<file path="config.mk">
export PLATFORM = sky130hd
export DESIGN_NAME = pcs_synth_ctrl
export DESIGN_NICKNAME = d
export VERILOG_FILES = /design/src/logic/pcs_lock_mon.v /design/src/logic/pcs_synth_ctrl.v
export VERILOG_INCLUDE_DIRS = /design/src /design/src/logic
export SDC_FILE = /design/constraint.sdc
export NUM_CORES = 1
export LEC_CHECK = 0
export ABC_AREA = 0
export BUFFER_PORTS_ARGS = -buffer_cell sky130_fd_sc_hd__buf_2
export CORE_AREA = 2 2 114 88
export CTS_CLUSTER_SIZE = 25
export DETAILED_ROUTE_END_ITERATION = 16
export DIE_AREA = 0 0 116 90
export HOLD_SLACK_MARGIN = 0.03
export PLACE_DENSITY_LB_ADDON = 0.25
export SLEW_MARGIN = 20
export SYNTH_ARGS = -nofsm -noshare
export SYNTH_HDL_FRONTEND = slang
export SYNTH_SLANG_ARGS = --single-unit
export TNS_END_PERCENT = 20
</file>
<file path="constraint.sdc">
create_clock -name clk_sys_i -period 7.15 [get_ports clk_sys_i]
set_input_delay 1.43 -clock clk_sys_i [delete_from_list [all_inputs] [get_ports clk_sys_i]]
set_output_delay 1.43 -clock clk_sys_i [all_outputs]
set_load 0.02 [all_outputs]
</file>
<file path="src/logic/pcs_defs.vh">
// constants for the clock synthesizer control block
// assumes it is included by bare name from the logic and test files
`ifndef PCS_DEFS_VH
`define PCS_DEFS_VH

// clock rate and relock time
`define PCS_CLK_MHZ          20
`define PCS_LOCK_TIME_US     1000
// product of the two above, sized so the 16-bit count takes it as is
`define PCS_LOCK_CYCLES      16'h4E20

// register map
`define PCS_ADDR_W           8
`define PCS_SYNTH_CONTROL    8'h04

// clock modes, latched after reset
`define PCS_MODE_EXT         2'h0
`define PCS_MODE_FAST        2'h1
`define PCS_MODE_SLOW        2'h2

// upper byte field positions
`define PCS_BYPASS_BIT       15
`define PCS_SLOW_MULT_BIT    14
`define PCS_FAST_MULT_HI     14
`define PCS_FAST_MULT_LO     12
`define PCS_SLOW_SCALE_HI    13
`define PCS_SCALE_HI         10
`define PCS_SCALE_LO         8

// lower byte field positions
`define PCS_BUS_DIV_BIT      7
`define PCS_STOP_OSC_BIT     6
`define PCS_LOSS_OSC_BIT     5
`define PCS_BACKUP_BIT       4
`define PCS_LOCK_BIT         3
`define PCS_LOSS_RST_BIT     2
`define PCS_SLEEP_SRC_BIT    1
`define PCS_SLEEP_EXT_BIT    0

// reset values of the upper byte per mode, and of the lower byte
`define PCS_RST_SLOW         8'h3F
`define PCS_RST_FAST_P0      8'h80
`define PCS_RST_FAST_P1      8'h30
`define PCS_RST_EXT          8'h80
`define PCS_RST_LOW          8'h08

// writable masks of the upper byte per mode
`define PCS_MASK_SLOW        8'hFF
`define PCS_MASK_FAST        8'hF7
`define PCS_MASK_EXT         8'h87
// writable lower bits: backup and lock flags are read only
`define PCS_MASK_LOW         8'hE7

`endif

</file>
<file path="src/logic/pcs_lock_mon.v">
// lock monitor: models the loop's acquisition time after any
// comparator input change; assumes one clock and async reset
`timescale 1ns/1ps
module pcs_lock_mon #(
  parameter CYC_W                  = 16,
  parameter [CYC_W-1:0] LOCK_CYCLES = 16'h4E20
) (
  // clock and reset
  input  wire             clk_sys_i,
  input  wire             rst_n_i,
  // control
  input  wire             loop_on_i,
  input  wire             relock_i,
  // status
  output reg              locked_o
);

  reg [CYC_W-1:0] cnt;

  // acquisition counter, restarted on every comparator change;
  // relock wins over loop off, since the mode capture pulse comes
  // while the loop still reads off and must start a loop mode unlocked
  always @(posedge clk_sys_i or negedge rst_n_i) begin
    if (!rst_n_i) begin
      cnt      <= {CYC_W{1'b0}};
      locked_o <= 1'b0;
    end else if (relock_i) begin
      cnt      <= {CYC_W{1'b0}};
      locked_o <= 1'b0;                        // relock after change
    end else if (!loop_on_i) begin
      cnt      <= {CYC_W{1'b0}};
      locked_o <= 1'b1;                        // loop off reads locked
    end else if (!locked_o) begin
      if (cnt == LOCK_CYCLES - 1'b1) begin
        locked_o <= 1'b1;                      // divided vco meets ref
      end else begin
        cnt <= cnt + 1'b1;
      end
    end
  end

endmodule

</file>
<file path="src/logic/pcs_synth_ctrl.v">
// clock synthesizer control: mode latch, control register, lock
// flag, reset hold and clock ratio outputs
// assumes straps and ref clock are asynchronous pins
//
// What this block does
// oscillator runs at 4x or 2x system clock
// lock flag reports loop lock to software
// any comparator input change forces relocking
// hold reset at power-up until lock
// slow mode ratio 4(Y+1)2^(2W+X), up to 2048
// slow mode bypass doubles clock, lock kept
// fast mode ratio (W+1)/((2-X)2^Y)
// fast scale and bypass keep loop lock
// external mode ratio 1/((2-X)2^Y)
// bypass bit removes divide-by-two in every mode
// mode chosen at reset from supply pin, shadow
// register readable any time, writable once the mode is latched, lock in bit 3
// upper byte layout follows the mode
// slow mode upper byte resets to 3F
// fast mode resets to 80 or 30 by preset
// external mode upper byte resets to 80
// every reset forces mode defaults into register
// software keeps programmed clock within limits
// shadow bit 0 fast, 1 slow, supply high
// supply pin low selects external clock mode
// lock reads 1 when loop off or locked
// external mode upper byte reset uses 80
//
// Chosen here: the address-and-strobe port and the placing of the registers.
`timescale 1ns/1ps
`include "pcs_defs.vh"
module pcs_synth_ctrl #(
  parameter [15:0] LOCK_CYCLES = `PCS_LOCK_CYCLES
) (
  // clock and reset
  input  wire                   clk_sys_i,
  input  wire                   rst_n_i,
  // configuration pins, sampled after reset
  input  wire                   synth_supply_pin_i,
  input  wire                   ref_speed_shadow_bit_i,
  input  wire                   fast_ref_preset_shadow_bit_i,
  // reference or external clock pin
  input  wire                   ref_clock_input_i,
  // register port
  input  wire [`PCS_ADDR_W-1:0] addr_i,
  input  wire [15:0]            wr_data_i,
  input  wire                   wr_i,
  input  wire                   rd_i,
  output reg  [15:0]            rd_data_o,
  // mode and lock status
  output reg  [1:0]             clock_mode_o,
  output reg                    synth_locked_flag_o,
  output reg                    rst_hold_n_o,
  // clock ratio outputs
  output reg  [11:0]            sys_mult_o,
  output reg  [3:0]             sys_div_log2_o,
  output reg  [2:0]             vco_per_sys_o,
  output reg                    sys_tick_o,
  // lower byte controls
  output reg                    bus_clock_divide_select_o,
  output reg                    stop_osc_in_sleep_o,
  output reg                    clock_loss_osc_disable_o,
  output reg                    clock_loss_reset_enable_o,
  output reg                    sleep_core_clock_source_o,
  output reg                    sleep_external_clock_drive_o
);

  // writable mask of the upper byte for a mode
  function [7:0] upper_mask;
    input [1:0] mode;
    begin
      case (mode)
        `PCS_MODE_SLOW: upper_mask = `PCS_MASK_SLOW;
        `PCS_MODE_FAST: upper_mask = `PCS_MASK_FAST;
        default:        upper_mask = `PCS_MASK_EXT;
      endcase
    end
  endfunction

  // pin synchronisers
  reg        sup_s1, sup_s2;
  reg        spd_s1, spd_s2;
  reg        pre_s1, pre_s2;
  reg        ref_s1, ref_s2, ref_s3;

  always @(posedge clk_sys_i or negedge rst_n_i) begin
    if (!rst_n_i) begin
      sup_s1 <= 1'b0;
      sup_s2 <= 1'b0;
      spd_s1 <= 1'b0;
      spd_s2 <= 1'b0;
      pre_s1 <= 1'b0;
      pre_s2 <= 1'b0;
      ref_s1 <= 1'b0;
      ref_s2 <= 1'b0;
      ref_s3 <= 1'b0;
    end else begin
      sup_s1 <= synth_supply_pin_i;
      sup_s2 <= sup_s1;
      spd_s1 <= ref_speed_shadow_bit_i;
      spd_s2 <= spd_s1;
      pre_s1 <= fast_ref_preset_shadow_bit_i;
      pre_s2 <= pre_s1;
      ref_s1 <= ref_clock_input_i;
      ref_s2 <= ref_s1;
      ref_s3 <= ref_s2;
    end
  end

  wire ref_rise = ref_s2 & ~ref_s3;

  // strap capture waits for the synchronisers to fill
  reg  [1:0] init_cnt;
  reg        mode_valid;
  wire       capture = (init_cnt == 2'h2) & ~mode_valid;

  always @(posedge clk_sys_i or negedge rst_n_i) begin
    if (!rst_n_i) begin
      init_cnt <= 2'h0;
    end else if (init_cnt != 2'h2) begin
      init_cnt <= init_cnt + 2'h1;
    end
  end

  // mode decode from supply pin and speed shadow bit
  reg  [1:0] next_mode;
  reg  [7:0] next_upper_rst;

  always @* begin
    if (!sup_s2) begin
      next_mode      = `PCS_MODE_EXT;          // supply low wins
      next_upper_rst = `PCS_RST_EXT;
    end else if (spd_s2) begin
      next_mode      = `PCS_MODE_SLOW;
      next_upper_rst = `PCS_RST_SLOW;
    end else begin
      next_mode      = `PCS_MODE_FAST;
      next_upper_rst = pre_s2 ? `PCS_RST_FAST_P1 : `PCS_RST_FAST_P0;
    end
  end

  // control register storage
  reg  [7:0] upper;
  reg  [7:0] lower;
  wire       locked;
  wire       hit    = (addr_i == `PCS_SYNTH_CONTROL);
  wire       do_wr  = wr_i & hit & mode_valid;
  wire [7:0] umask  = upper_mask(clock_mode_o);
  wire [7:0] next_upper = (upper & ~umask) | (wr_data_i[15:8] & umask);

  // feedback fields that feed the phase comparator
  reg        fb_change;

  always @* begin
    case (clock_mode_o)
      `PCS_MODE_SLOW: fb_change = (next_upper[6:0] != upper[6:0]);
      `PCS_MODE_FAST: fb_change = (next_upper[6:4] != upper[6:4]);
      default:        fb_change = 1'b0;
    endcase
  end

  // mode latch and register; defaults loaded after every reset
  always @(posedge clk_sys_i or negedge rst_n_i) begin
    if (!rst_n_i) begin
      mode_valid   <= 1'b0;
      clock_mode_o <= `PCS_MODE_EXT;
      upper        <= 8'h00;
      lower        <= `PCS_RST_LOW;
    end else if (capture) begin
      mode_valid   <= 1'b1;
      clock_mode_o <= next_mode;
      upper        <= next_upper_rst;
      lower        <= `PCS_RST_LOW;
    end else if (do_wr) begin
      upper <= next_upper;                     // layout by mode
      lower <= wr_data_i[7:0] & `PCS_MASK_LOW;
    end
  end

  // loop runs only in the two reference modes
  wire loop_on = mode_valid & (clock_mode_o != `PCS_MODE_EXT);
  wire relock  = capture | (do_wr & fb_change);

  pcs_lock_mon #(
    .CYC_W       (16),
    .LOCK_CYCLES (LOCK_CYCLES)
  ) u_lock (
    .clk_sys_i (clk_sys_i),
    .rst_n_i   (rst_n_i),
    .loop_on_i (loop_on),
    .relock_i  (relock),
    .locked_o  (locked)
  );

  // read image: reserved bits zero, lock flag live
  wire [7:0] rd_lower = {lower[7:5], 1'b0, locked, lower[2:0]};
  wire [15:0] rd_image = {upper & umask, rd_lower};

  // read data stand for one cycle; unmapped reads give zero
  always @(posedge clk_sys_i or negedge rst_n_i) begin
    if (!rst_n_i) begin
      rd_data_o <= 16'h0000;
    end else if (rd_i & hit) begin
      rd_data_o <= rd_image;                   // any time
    end else begin
      rd_data_o <= 16'h0000;
    end
  end

  // reset hold: released at the first lock only, later relocks
  // do not reassert it since that would reset the whole device
  reg powered;

  always @(posedge clk_sys_i or negedge rst_n_i) begin
    if (!rst_n_i) begin
      powered             <= 1'b0;
      rst_hold_n_o        <= 1'b0;
      synth_locked_flag_o <= 1'b0;
    end else begin
      synth_locked_flag_o <= mode_valid & locked;
      if (mode_valid & locked & ~relock) begin
        powered      <= 1'b1;
        rst_hold_n_o <= 1'b1;
      end else begin
        rst_hold_n_o <= powered;
      end
    end
  end

  // field views
  wire       byp    = upper[`PCS_BYPASS_BIT-8];
  wire       w_slow = upper[`PCS_SLOW_MULT_BIT-8];
  wire [5:0] y_slow = upper[`PCS_SLOW_SCALE_HI-8:`PCS_SCALE_LO-8];
  wire [2:0] w_fast = upper[`PCS_FAST_MULT_HI-8:`PCS_FAST_MULT_LO-8];
  wire [2:0] y3     = upper[`PCS_SCALE_HI-8:`PCS_SCALE_LO-8];

  // clock ratio: fsys = fref * mult / 2^div_log2
  reg  [11:0] next_mult;
  reg  [3:0]  next_div;
  wire [6:0]  y_plus = {1'b0, y_slow} + 7'h01;
  wire [11:0] slow_base = {3'h0, y_plus, 2'h0};
  wire [1:0]  slow_shift = {w_slow, byp};

  always @* begin
    case (clock_mode_o)
      `PCS_MODE_SLOW: begin
        // bypass acts after the oscillator, feedback unchanged
        next_mult = slow_base << slow_shift;
        next_div  = 4'h0;
      end
      `PCS_MODE_FAST: begin
        // scale and bypass sit in the output path only
        next_mult = {9'h000, w_fast} + 12'h001;
        next_div  = {1'b0, y3} + {3'h0, ~byp};
      end
      default: begin
        next_mult = 12'h001;                   // loop bypassed
        next_div  = {1'b0, y3} + {3'h0, ~byp};
      end
    endcase
  end

  // registered ratio and oscillator multiple
  always @(posedge clk_sys_i or negedge rst_n_i) begin
    if (!rst_n_i) begin
      sys_mult_o     <= 12'h001;
      sys_div_log2_o <= 4'h0;
      vco_per_sys_o  <= 3'h4;
    end else begin
      sys_mult_o     <= next_mult;
      sys_div_log2_o <= next_div;
      vco_per_sys_o  <= byp ? 3'h2 : 3'h4;     // keeps 50% duty
    end
  end

  // external mode output divider on synchronised ref edges;
  // limited to ref below half of the block clock
  reg  [8:0] tick_cnt;
  wire [8:0] tick_div = (byp ? 9'h001 : 9'h002) << y3;

  always @(posedge clk_sys_i or negedge rst_n_i) begin
    if (!rst_n_i) begin
      tick_cnt   <= 9'h000;
      sys_tick_o <= 1'b0;
    end else if (!mode_valid || clock_mode_o != `PCS_MODE_EXT) begin
      tick_cnt   <= 9'h000;
      sys_tick_o <= 1'b0;
    end else if (ref_rise) begin
      if (tick_cnt >= tick_div - 9'h001) begin
        tick_cnt   <= 9'h000;
        sys_tick_o <= 1'b1;
      end else begin
        tick_cnt   <= tick_cnt + 9'h001;
        sys_tick_o <= 1'b0;
      end
    end else begin
      sys_tick_o <= 1'b0;
    end
  end

  // lower byte controls driven out
  always @(posedge clk_sys_i or negedge rst_n_i) begin
    if (!rst_n_i) begin
      bus_clock_divide_select_o    <= 1'b0;
      stop_osc_in_sleep_o          <= 1'b0;
      clock_loss_osc_disable_o     <= 1'b0;
      clock_loss_reset_enable_o    <= 1'b0;
      sleep_core_clock_source_o    <= 1'b0;
      sleep_external_clock_drive_o <= 1'b0;
    end else begin
      bus_clock_divide_select_o    <= lower[`PCS_BUS_DIV_BIT];
      stop_osc_in_sleep_o          <= lower[`PCS_STOP_OSC_BIT];
      clock_loss_osc_disable_o     <= lower[`PCS_LOSS_OSC_BIT];
      clock_loss_reset_enable_o    <= lower[`PCS_LOSS_RST_BIT];
      sleep_core_clock_source_o    <= lower[`PCS_SLEEP_SRC_BIT];
      sleep_external_clock_drive_o <= lower[`PCS_SLEEP_EXT_BIT];
    end
  end

endmodule

</file>
# Yosys cells after proc, flatten, opt, wreduce, memory -nomap -nowiden
# Cells that the tools add are included.
[totals]
ff_bits = 100
in_bits = 32
output_inout_bits = 46
[op_classes]
add_sub_neg = 7
order_cmp = 1
n_eq_ne = 10
n_shift = 2
muxes = 30
n_bitwise = 19
n_reduce_logical = 6
[op_table]
columns = ["op", "n"]
rows = [
  ["16-bit 2-to-1 mux", 5],
  ["8-bit 2-to-1 mux", 7],
  ["9-bit 2-to-1 mux", 3],
  ["8-bit AND", 3],
  ["12-bit one-hot mux with 2 select lines", 1],
  ["16-bit by 1-bit adder with 16-bit output, second input constant", 1],
  ["16-bit by 15-bit == test with 1-bit output, second input constant", 1],
  ["7-bit one-hot mux with 2 select lines", 1],
  ["9-bit by 2-bit left shift with 12-bit output", 1],
  ["9-bit by 1-bit adder with 9-bit output, second input constant", 1],
  ["1-bit AND", 9],
  ["9-bit greater-or-equal comparator", 1],
  ["2-bit by 3-bit left shift with 9-bit output", 1],
  ["9-bit by 1-bit subtractor with 9-bit output, second input constant", 1],
  ["8-bit by 3-bit == test with 1-bit output, second input constant", 1],
  ["8-bit NOT", 1],
  ["8-bit bitwise OR", 1],
  ["6-bit by 1-bit adder with 7-bit output, second input constant", 1],
  ["1-bit 2-to-1 mux", 7],
  ["7-bit inequality test", 1],
  ["2-bit 2-to-1 mux", 3],
  ["3-bit inequality test, second input constant", 2],
  ["2-bit nonzero test", 3],
  ["3-bit by 1-bit adder with 4-bit output", 1],
  ["other kinds (14)", 18],
]

# Logic depth before layout (Yosys ltp)
# Gate-level depths: netlist (run 1).
[depth]
ltp_word = 11
ltp_mapped = 19
depth_no_buf = 16

# Modules after synthesis
# From an unflattened synthesis (run 1), not the netlist that was laid out.
[hier_totals]
cells_unflattened = 488
area_unflattened_um2 = 4913.5
[modules_own_cells]
columns = ["mod", "instances", "cells_per_inst", "area_each_um2", "seq_area_each_um2"]
rows = [
  ["pcs_synth_ctrl", 1, 390, 3980.1, 1979.4],
  ["pcs_lock_mon", 1, 98, 933.4, 425.4],
]

# Worst setup path before layout (run 1)
# No wires, ideal clock.
[synth_timing]
kind = "reg-to-reg"
from = "register upper[2]"
to = "register tick_cnt[2]"
setup_time_ns = 0.082
arrival_ns = 3.462
required_time_ns = 7.068
slack_ns = 3.606
stages_incl_launch_ff = 19
n_path_buf = 4
period_less_slack_ns = 3.544
path_cell_list = "dfrtp_1 -> buf_2 -> clkbuf_1 -> buf_2 -> nor2_1 -> nand2_1 -> ha_1 -> inv_1 -> or2_2 -> a22oi_1 -> o21ai_0 -> a21oi_1 -> ha_1 -> a21oi_1 -> o221ai_1 -> a221oi_2 -> buf_2 -> nand3b_1 -> a31oi_1"
[synth_between]
elab_chain_len = 6
[synth_lines]
columns = ["item", "line_no", "rtl"]
rows = [
  ["from (decl)", "pcs_synth_ctrl.v:143", "reg [7:0] upper;"],
  ["from (signal assigned)", "pcs_synth_ctrl.v:172", "upper <= next_upper_rst;"],
  ["from (signal assigned)", "pcs_synth_ctrl.v:175", "upper <= next_upper;"],
  ["2-bit by 3-bit left shift with 9-bit output", "pcs_synth_ctrl.v:279", "wire [8:0] tick_div = (byp ? 9'h001 : 9'h002) << y3;"],
  ["9-bit by 1-bit subtractor with 9-bit output", "pcs_synth_ctrl.v:289", "if (tick_cnt >= tick_div - 9'h001) begin"],
  ["9-bit greater-or-equal comparator", "pcs_synth_ctrl.v:289", ""],
  ["9-bit 2-to-1 mux", "pcs_synth_ctrl.v:289", ""],
  ["9-bit 2-to-1 mux", "pcs_synth_ctrl.v:288", "end else if (ref_rise) begin"],
  ["9-bit 2-to-1 mux", "pcs_synth_ctrl.v:285", "end else if (!mode_valid || clock_mode_o != `PCS_MODE_EXT) begin"],
  ["to (signal assigned)", "pcs_synth_ctrl.v:293", "tick_cnt <= tick_cnt + 9'h001;"],
  ["to (decl)", "pcs_synth_ctrl.v:278", "reg [8:0] tick_cnt;"],
]
# Every way passes these cells. The select of a mux whose other input is x is not followed.
# A chain may end at the register's enable or synchronous reset.

# Worst setup path after layout (run 1)
[layout_timing]
from = "register upper[7]"
to = "register tick_cnt[3]"
[layout_between]
elab_chain_len = 7
[layout_lines]
columns = ["item", "line_no"]
rows = [
  ["2-bit 2-to-1 mux", "pcs_synth_ctrl.v:279"],
  ["2-bit by 3-bit left shift with 9-bit output", "pcs_synth_ctrl.v:279"],
  ["9-bit by 1-bit subtractor with 9-bit output", "pcs_synth_ctrl.v:289"],
  ["9-bit greater-or-equal comparator", "pcs_synth_ctrl.v:289"],
  ["9-bit 2-to-1 mux", "pcs_synth_ctrl.v:289"],
  ["9-bit 2-to-1 mux", "pcs_synth_ctrl.v:288"],
  ["9-bit 2-to-1 mux", "pcs_synth_ctrl.v:285"],
]
# Every way passes these cells. The select of a mux whose other input is x is not followed.

==> flow_summary.ini, run 1 <==
[outcome]
run_status = complete, no violations

[clock_tree]
clock_path_buffers = 2
cts_hold_buf = 0
cts_tree = done
cts_resized = 0
cts.clk_slew.worst_paths_ps = 70
cts_root_buf = clkbuf_16
h-tree-depth = 3
cts_buffers = 9
cts_setup_buffers = 0
clock_latency_ps = 350
clkSinkCount = 96

[finish]
diodes = 0
layout.nets = 587
area_growth_pct = 14.2
drive_above_1_share_pct = 19.6

[hold_path]
worstHoldStart = ref_s1
min_path_cells = 0
whs_endpoint = ref_s2
worstHoldPathType = reg -> reg

[placement]
port_buffers = 73
dp_hpwl_um = 6960
gp_congestion = 0.813

[sta]
worst_pin_slew_ps = 899
relSlewSlack_pct = 40.1
hold_ws_ps = 352
setup_viol = 0
period_minus_slack_ps = 4600
max_freq_mhz = 218
rsz0062_at_grt = no
fin_skew_ps = 7.66
drv_slew = 0
tns_ps = 0
finalHoldViolCount = 0
finalCritPeriodShare_pct = 64.3

[yosys]
synth_edf_count = 0
synth_async_sr_flop_share_pct = 100
ys_seq_area_share_pct = 49.8
synth_cells = 473
ys.flop_type = dfrtp_1
ys_types = 61
syn_area_mm2 = 0.00483
avgSynthCellArea_um2 = 10.2
ys_warn_count = 0
ys_ff_latch = 96

[global_route]
grt_max_degree = 66
grt_remaining_overflow = 0
grt_pass1_vias = 3488
grt_pass1_wl_um = 16700
grt_usage_pct = 20.2
antenna_found_initial = 0

[route]
route.detailed.drc = 0
wire_per_inst_um = 14.7
drt-met1-wl_um = 4480
route.met3.wl_um = 440
drtAntennaViolNets = 0
wl_um = 9830
drt_iter0_drc = 179
vias_per_cell = 5.43
wl_met2_um = 4650
drtPass1Iterations = 4
top_layer_used = met4
vias = 3630

[worst_setup_path]
cp_data_required_time_ps = 7410
startpoint = upper[7]
r2r_slack_ps = 2550
path_class = reg -> reg
reg2reg_to = tick_cnt[3]
worst-path-buf-inv = 3
reg2reg_depth = 16
r2r_start = upper[7]
worst_path_max_delay_cell = a221oi_2
worst_setup_path_end_kind = flop
crit_path_start_kind = flop
critPathTopFamily = compound AO/OA/AOI/OAI gates
cp_slowest_stage_delay_ps = 760
worstPathCellList = inv_1 > ha_1 > inv_1 > nand2_1 > ha_1 > inv_1 > or2_2 > a22oi_1 > o21ai_0 > a21oi_1 > ha_1 > a21oi_1 > o221ai_1 > a221oi_2 > nand3_1 > mux2i_1
worst-endpoint-arrival_ps = 4860
crit_path_max_fanout = 17

[floorplanning]
rows = 31
fp.dieW_um = 116
start_util_pct = 51.4
core_mm2 = 0.00939
ios = 78
fp.dieArea_mm2 = 0.0104
fp.dieH_um = 90

[power]
p_leak_nw = 2.69
ir_drop_mv = 0.119
p_per_area_mw_per_mm2 = 218

[flow_run]
cap_violations = 0
## worst register-to-register path: cells and delay by family (launching register included)
kind,cells,cell delay [ps]
adder cells (fa/ha/maj),3,1100
AND/OR/NAND/NOR,3,590
flip-flops,1,630
multiplexers,1,200
buffers and inverters,3,510
AO/OA/AOI/OAI,6,1490
## area by class of cell
cell class	instances	area, um^2
Timing Repair Buffer	74	375
Tap cell	132	165
Clock buffer	9	225
Multi-Input combinational cell	335	2230
Clock inverter	7	55.1
Inverter	16	60.1
Fill cell	854	3870
Sequential cell	96	2400
## metal layers
layer,GRT usage (%),vias up
li1,-,1777
met1,27.5,1733
met2,31.1,98
met3,4.59,22
met4,8.53,0
met5,0,-
## cells in the mapped netlist (all sizes together), types with 2 or more instances
cell type | instances | area [um^2]
and4 | 2 | 17.5
a2bb2oi | 2 | 17.5
and3 | 14 | 87.6
inv | 16 | 60.1
o21a | 2 | 15.0
a21oi | 17 | 85.1
nand2 | 37 | 139
or2 | 2 | 12.5
nor3 | 7 | 35.0
a22oi | 3 | 22.5
a32o | 2 | 20.0
nand3 | 24 | 120
o21ai | 19 | 95.1
buf | 17 | 100
dfstp | 2 | 52.6
nor2b | 8 | 50.1
nor4 | 3 | 25.0
o31ai | 2 | 15.0
nand4 | 12 | 75.1
a211oi | 5 | 47.5
nand3b | 6 | 57.6
nor2 | 40 | 150
nor3b | 4 | 30.0
o211a | 2 | 20.0
mux2i | 5 | 50.1
nand2b | 12 | 75.1
xnor2 | 12 | 105
xor2 | 22 | 193
ha | 23 | 288
o41ai | 2 | 25.0
nor4b | 3 | 38.8
or3 | 2 | 12.5
and2 | 12 | 75.1
dfrtp | 94 | 2350
clkbuf | 10 | 37.5
a31oi | 11 | 68.8
## registers in the layout, summed over array words and instances (netlist names), 2 cells and up
| name | cells |
|---|---|
| vco_per_sys_o | 2 |
| init_cnt | 2 |
| lower | 6 |
| u_lock.cnt | 16 |
| clock_mode_o | 2 |
| rd_data_o | 15 |
| tick_cnt | 9 |
| upper | 8 |
| sys_div_log2_o | 4 |
| sys_mult_o | 12 |
## power by group
part / leakage [nW] / internal (W) / total, W / switching (W)
Combinational: 1.29 / 0.0000653 / 0.000169 / 0.000103
Clock: 0.132 / 0.000239 / 0.000450 / 0.000212
Sequential: 1.27 / 0.000560 / 0.000585 / 0.0000246
## placed cells by master, fill, tap and decap left out, drive strengths merged, types with 3 or more instances in the layout
cell type  netlist  routed
clkinv           0       3
and2            12      12
dfrtp           94      94
nand2           37      37
xor2            22      22
a22oi            3       3
nor2            40      40
buf             17      74
and3            14      14
nand3b           6       6
nand4           12      12
nor3             7       7
o21ai           19      19
nor4b            3       3
nor2b            8       8
clkbuf          10       9
nor3b            4       4
mux2i            5       5
a21oi           17      17
ha              23      23
a211oi           5       5
inv             16      18
xnor2           12      12
nor4             3       3
nand2b          12      12
nand3           24      24
a31oi           11      11
## logic make-up (layout without fill, tap and decap cells)
kind of cell               after synthesis  in the layout  synth area share [%]
xor gates and xnor gates                34             34                  6.17
adders and majority gates               23             23                  5.96
muxes                                    5              5                  1.04
buffers and inverters                   43            106                  4.09
AOI/OAI and AO/OA                       81             81                  11.7
DFF                                     96             96                  49.8
and+or+nand+nor                        190            190                  21.2
other                                    1              2                0.0777
## worst max-delay path by stage
stage / end / depth (start not counted)
4_1_cts: tick_cnt[3] / 16
5_1_grt: tick_cnt[7] / 16
3_5_place_dp: tick_cnt[3] / 16
3_3_place_gp: tick_cnt[8] / 16
6_report: tick_cnt[3] / 16
2_1_floorplan: tick_cnt[2] / 18
## stage by stage
step / util [%] / instances / power (W) / setup WS [ps] / instance area, um^2
final: 58.8 / 669 / 0.00120 / 2550 / 5520
after global routing: 58.8 / 669 / 0.00126 / 2260 / 5520
after detailed placement: 55.8 / 653 / 0.000763 / 2600 / 5240
after global placement: 55.8 / 653 / 0.000755 / 2800 / 5240
after floorplan: - / 474 / 0.000710 / 3610 / 4830
after CTS: 58.8 / 669 / 0.00121 / 2590 / 5520
Note: power is estimated with default switching activity, not from simulation.
==> inputs of run 2 (changes only) <==
==> constraint.sdc (replaced) <==
create_clock -name clk_sys_i -period 4.4 [get_ports clk_sys_i]
set_input_delay 0.88 -clock clk_sys_i [delete_from_list [all_inputs] [get_ports clk_sys_i]]
set_output_delay 0.88 -clock clk_sys_i [all_outputs]
set_load 0.02 [all_outputs]
==> flow_summary.ini, run 2 (synthesized netlist as in run 1, its figures left out) <==
[worst_setup_path]
worst-endpoint-arrival_ps = 3980
worst_setup_path_end_kind = flop
reg2reg_to = tick_cnt[7]
worst_path_max_delay_cell = dfrtp_1
reg2reg_depth = 16
crit_top_cell = ha_1
crit_path_max_fanout = 13
path_class = reg -> reg
r2r_slack_ps = 670
cp_slowest_stage_delay_ps = 550
crit_path_start_kind = flop
r2r_start = upper[0]
worstPathCellList = inv_1 > ha_1 > nand2_1 > ha_1 > inv_1 > a211oi_2 > o31ai_1 > o41ai_1 > nor3_1 > ha_1 > nand3_1 > nor2_1 > a221oi_2 > buf_4 > nand2_1 > o21ai_0
cp_data_required_time_ps = 4660

[finish]
diodes = 0
drive_above_1_share_pct = 20.1
reg_top3 = u_lock.cnt (16), rd_data_o (15), sys_mult_o (12)
final_util_pct = 59.3
largest_register_ffs = 16
layout.cells.most_common_list = 94 x dfrtp_1, 72 x buf_2, 40 x nor2_1
final_common_cell = dfrtp_1
top_register = u_lock.cnt
area_growth_pct = 15.3
layout.nets = 591

[clock_tree]
clkSinkCount = 96
cts.clk_slew.worst_paths_ps = 70
cts_buffers = 9
cts_resized = 0
cts_tree = done
cts_hold_buf = 0
cts_setup_buffers = 0
clock_latency_ps = 340
cts_root_buf = clkbuf_16
h-tree-depth = 3
clock_path_buffers = 2

[route]
route.met3.wl_um = 451
top_layer_used = met4
wl_met2_um = 4760
drt_iter0_drc = 178
wire_per_inst_um = 14.6
route.detailed.drc = 0
drtPass1Iterations = 4
wl_um = 9820
drtAntennaViolNets = 0
vias_per_cell = 5.41
drt-met1-wl_um = 4580
vias = 3640

[flow_run]
cap_violations = 0

[sta]
setup_viol = 0
rsz0062_at_grt = no
relSlewSlack_pct = 41.1
drv_slew = 0
finalCritPeriodShare_pct = 84.7
max_freq_mhz = 268
finalHoldViolCount = 0
hold_ws_ps = 349
fin_skew_ps = 9.55
tns_ps = 0
worst_pin_slew_ps = 884
period_minus_slack_ps = 3730

[floorplanning]
fp.dieArea_mm2 = 0.0104
ios = 78
rows = 31
start_util_pct = 51.4
fp.dieH_um = 90
fp.dieW_um = 116
core_mm2 = 0.00939

[outcome]
run_status = complete, no violations

[global_route]
grt_remaining_overflow = 0
grt_pass1_wl_um = 16600
grt_pass1_vias = 3418
grt_max_degree = 72
antenna_found_initial = 0
grt_usage_pct = 20.1

[hold_path]
whs_endpoint = spd_s2
worstHoldStart = spd_s1
worstHoldPathType = reg -> reg
min_path_cells = 0

[power]
p_per_area_mw_per_mm2 = 363
p_leak_nw = 2.73
ir_drop_mv = 0.244

[placement]
dp_hpwl_um = 6820
port_buffers = 73
gp_congestion = 0.824
[run 2: critical path, delay by kind of cell, from the launching register on]
| family | cells | cell delay (ps) |
|---|---|---|
| compound gates | 5 | 1130 |
| fa+ha+maj | 3 | 930 |
| flops | 1 | 550 |
| simple gates | 5 | 530 |
| buf+inv | 3 | 470 |
[run 2: metrics by stage]
step,std cells,area (um^2),total power (W),setup WS [ps]
6_report,673,5570,0.00202,675
5_1_grt,673,5570,0.00211,309
4_1_cts,673,5570,0.00204,695
3_5_place_dp,657,5270,0.00125,742
3_3_place_gp,657,5270,0.00123,861
2_1_floorplan,474,4830,0.00115,856
[run 2: how the worst max path moves through the flow]
stage	cells past startpoint	endpoint	from	slack (ps)
final	16	tick_cnt[7]	upper[0]	670
after global routing	16	tick_cnt[7]	upper[0]	310
after CTS	16	tick_cnt[7]	upper[0]	700
after detailed placement	16	tick_cnt[7]	upper[0]	740
after global placement	16	tick_cnt[2]	upper[0]	860
after floorplan	18	tick_cnt[2]	upper[2]	860
[run 2: cell type report]
class                      instances  area (um^2)
multi-input combinational        335         2230
fill                             819         3820
inverter                          16         60.1
timing repair buffer              78          405
sequential                        96         2400
tap                              132          165
clock inverter                     6         65.1
clock buffer                      10          239
[run 2: routing by layer]
metal	track usage, %	up-vias
li1	-	1777
met1	28.0	1772
met2	31.9	89
met3	4.72	2
met4	5.06	0
met5	0	-
[run 2: report_power, final]
| part | total (W) | switching [W] | internal (W) |
|---|---|---|---|
| logic | 0.000293 | 0.000182 | 0.000111 |
| clock network | 0.000788 | 0.000330 | 0.000458 |
| registers | 0.000938 | 0.0000277 | 0.000911 |
| total | 0.00202 | 0.000540 | 0.00148 |
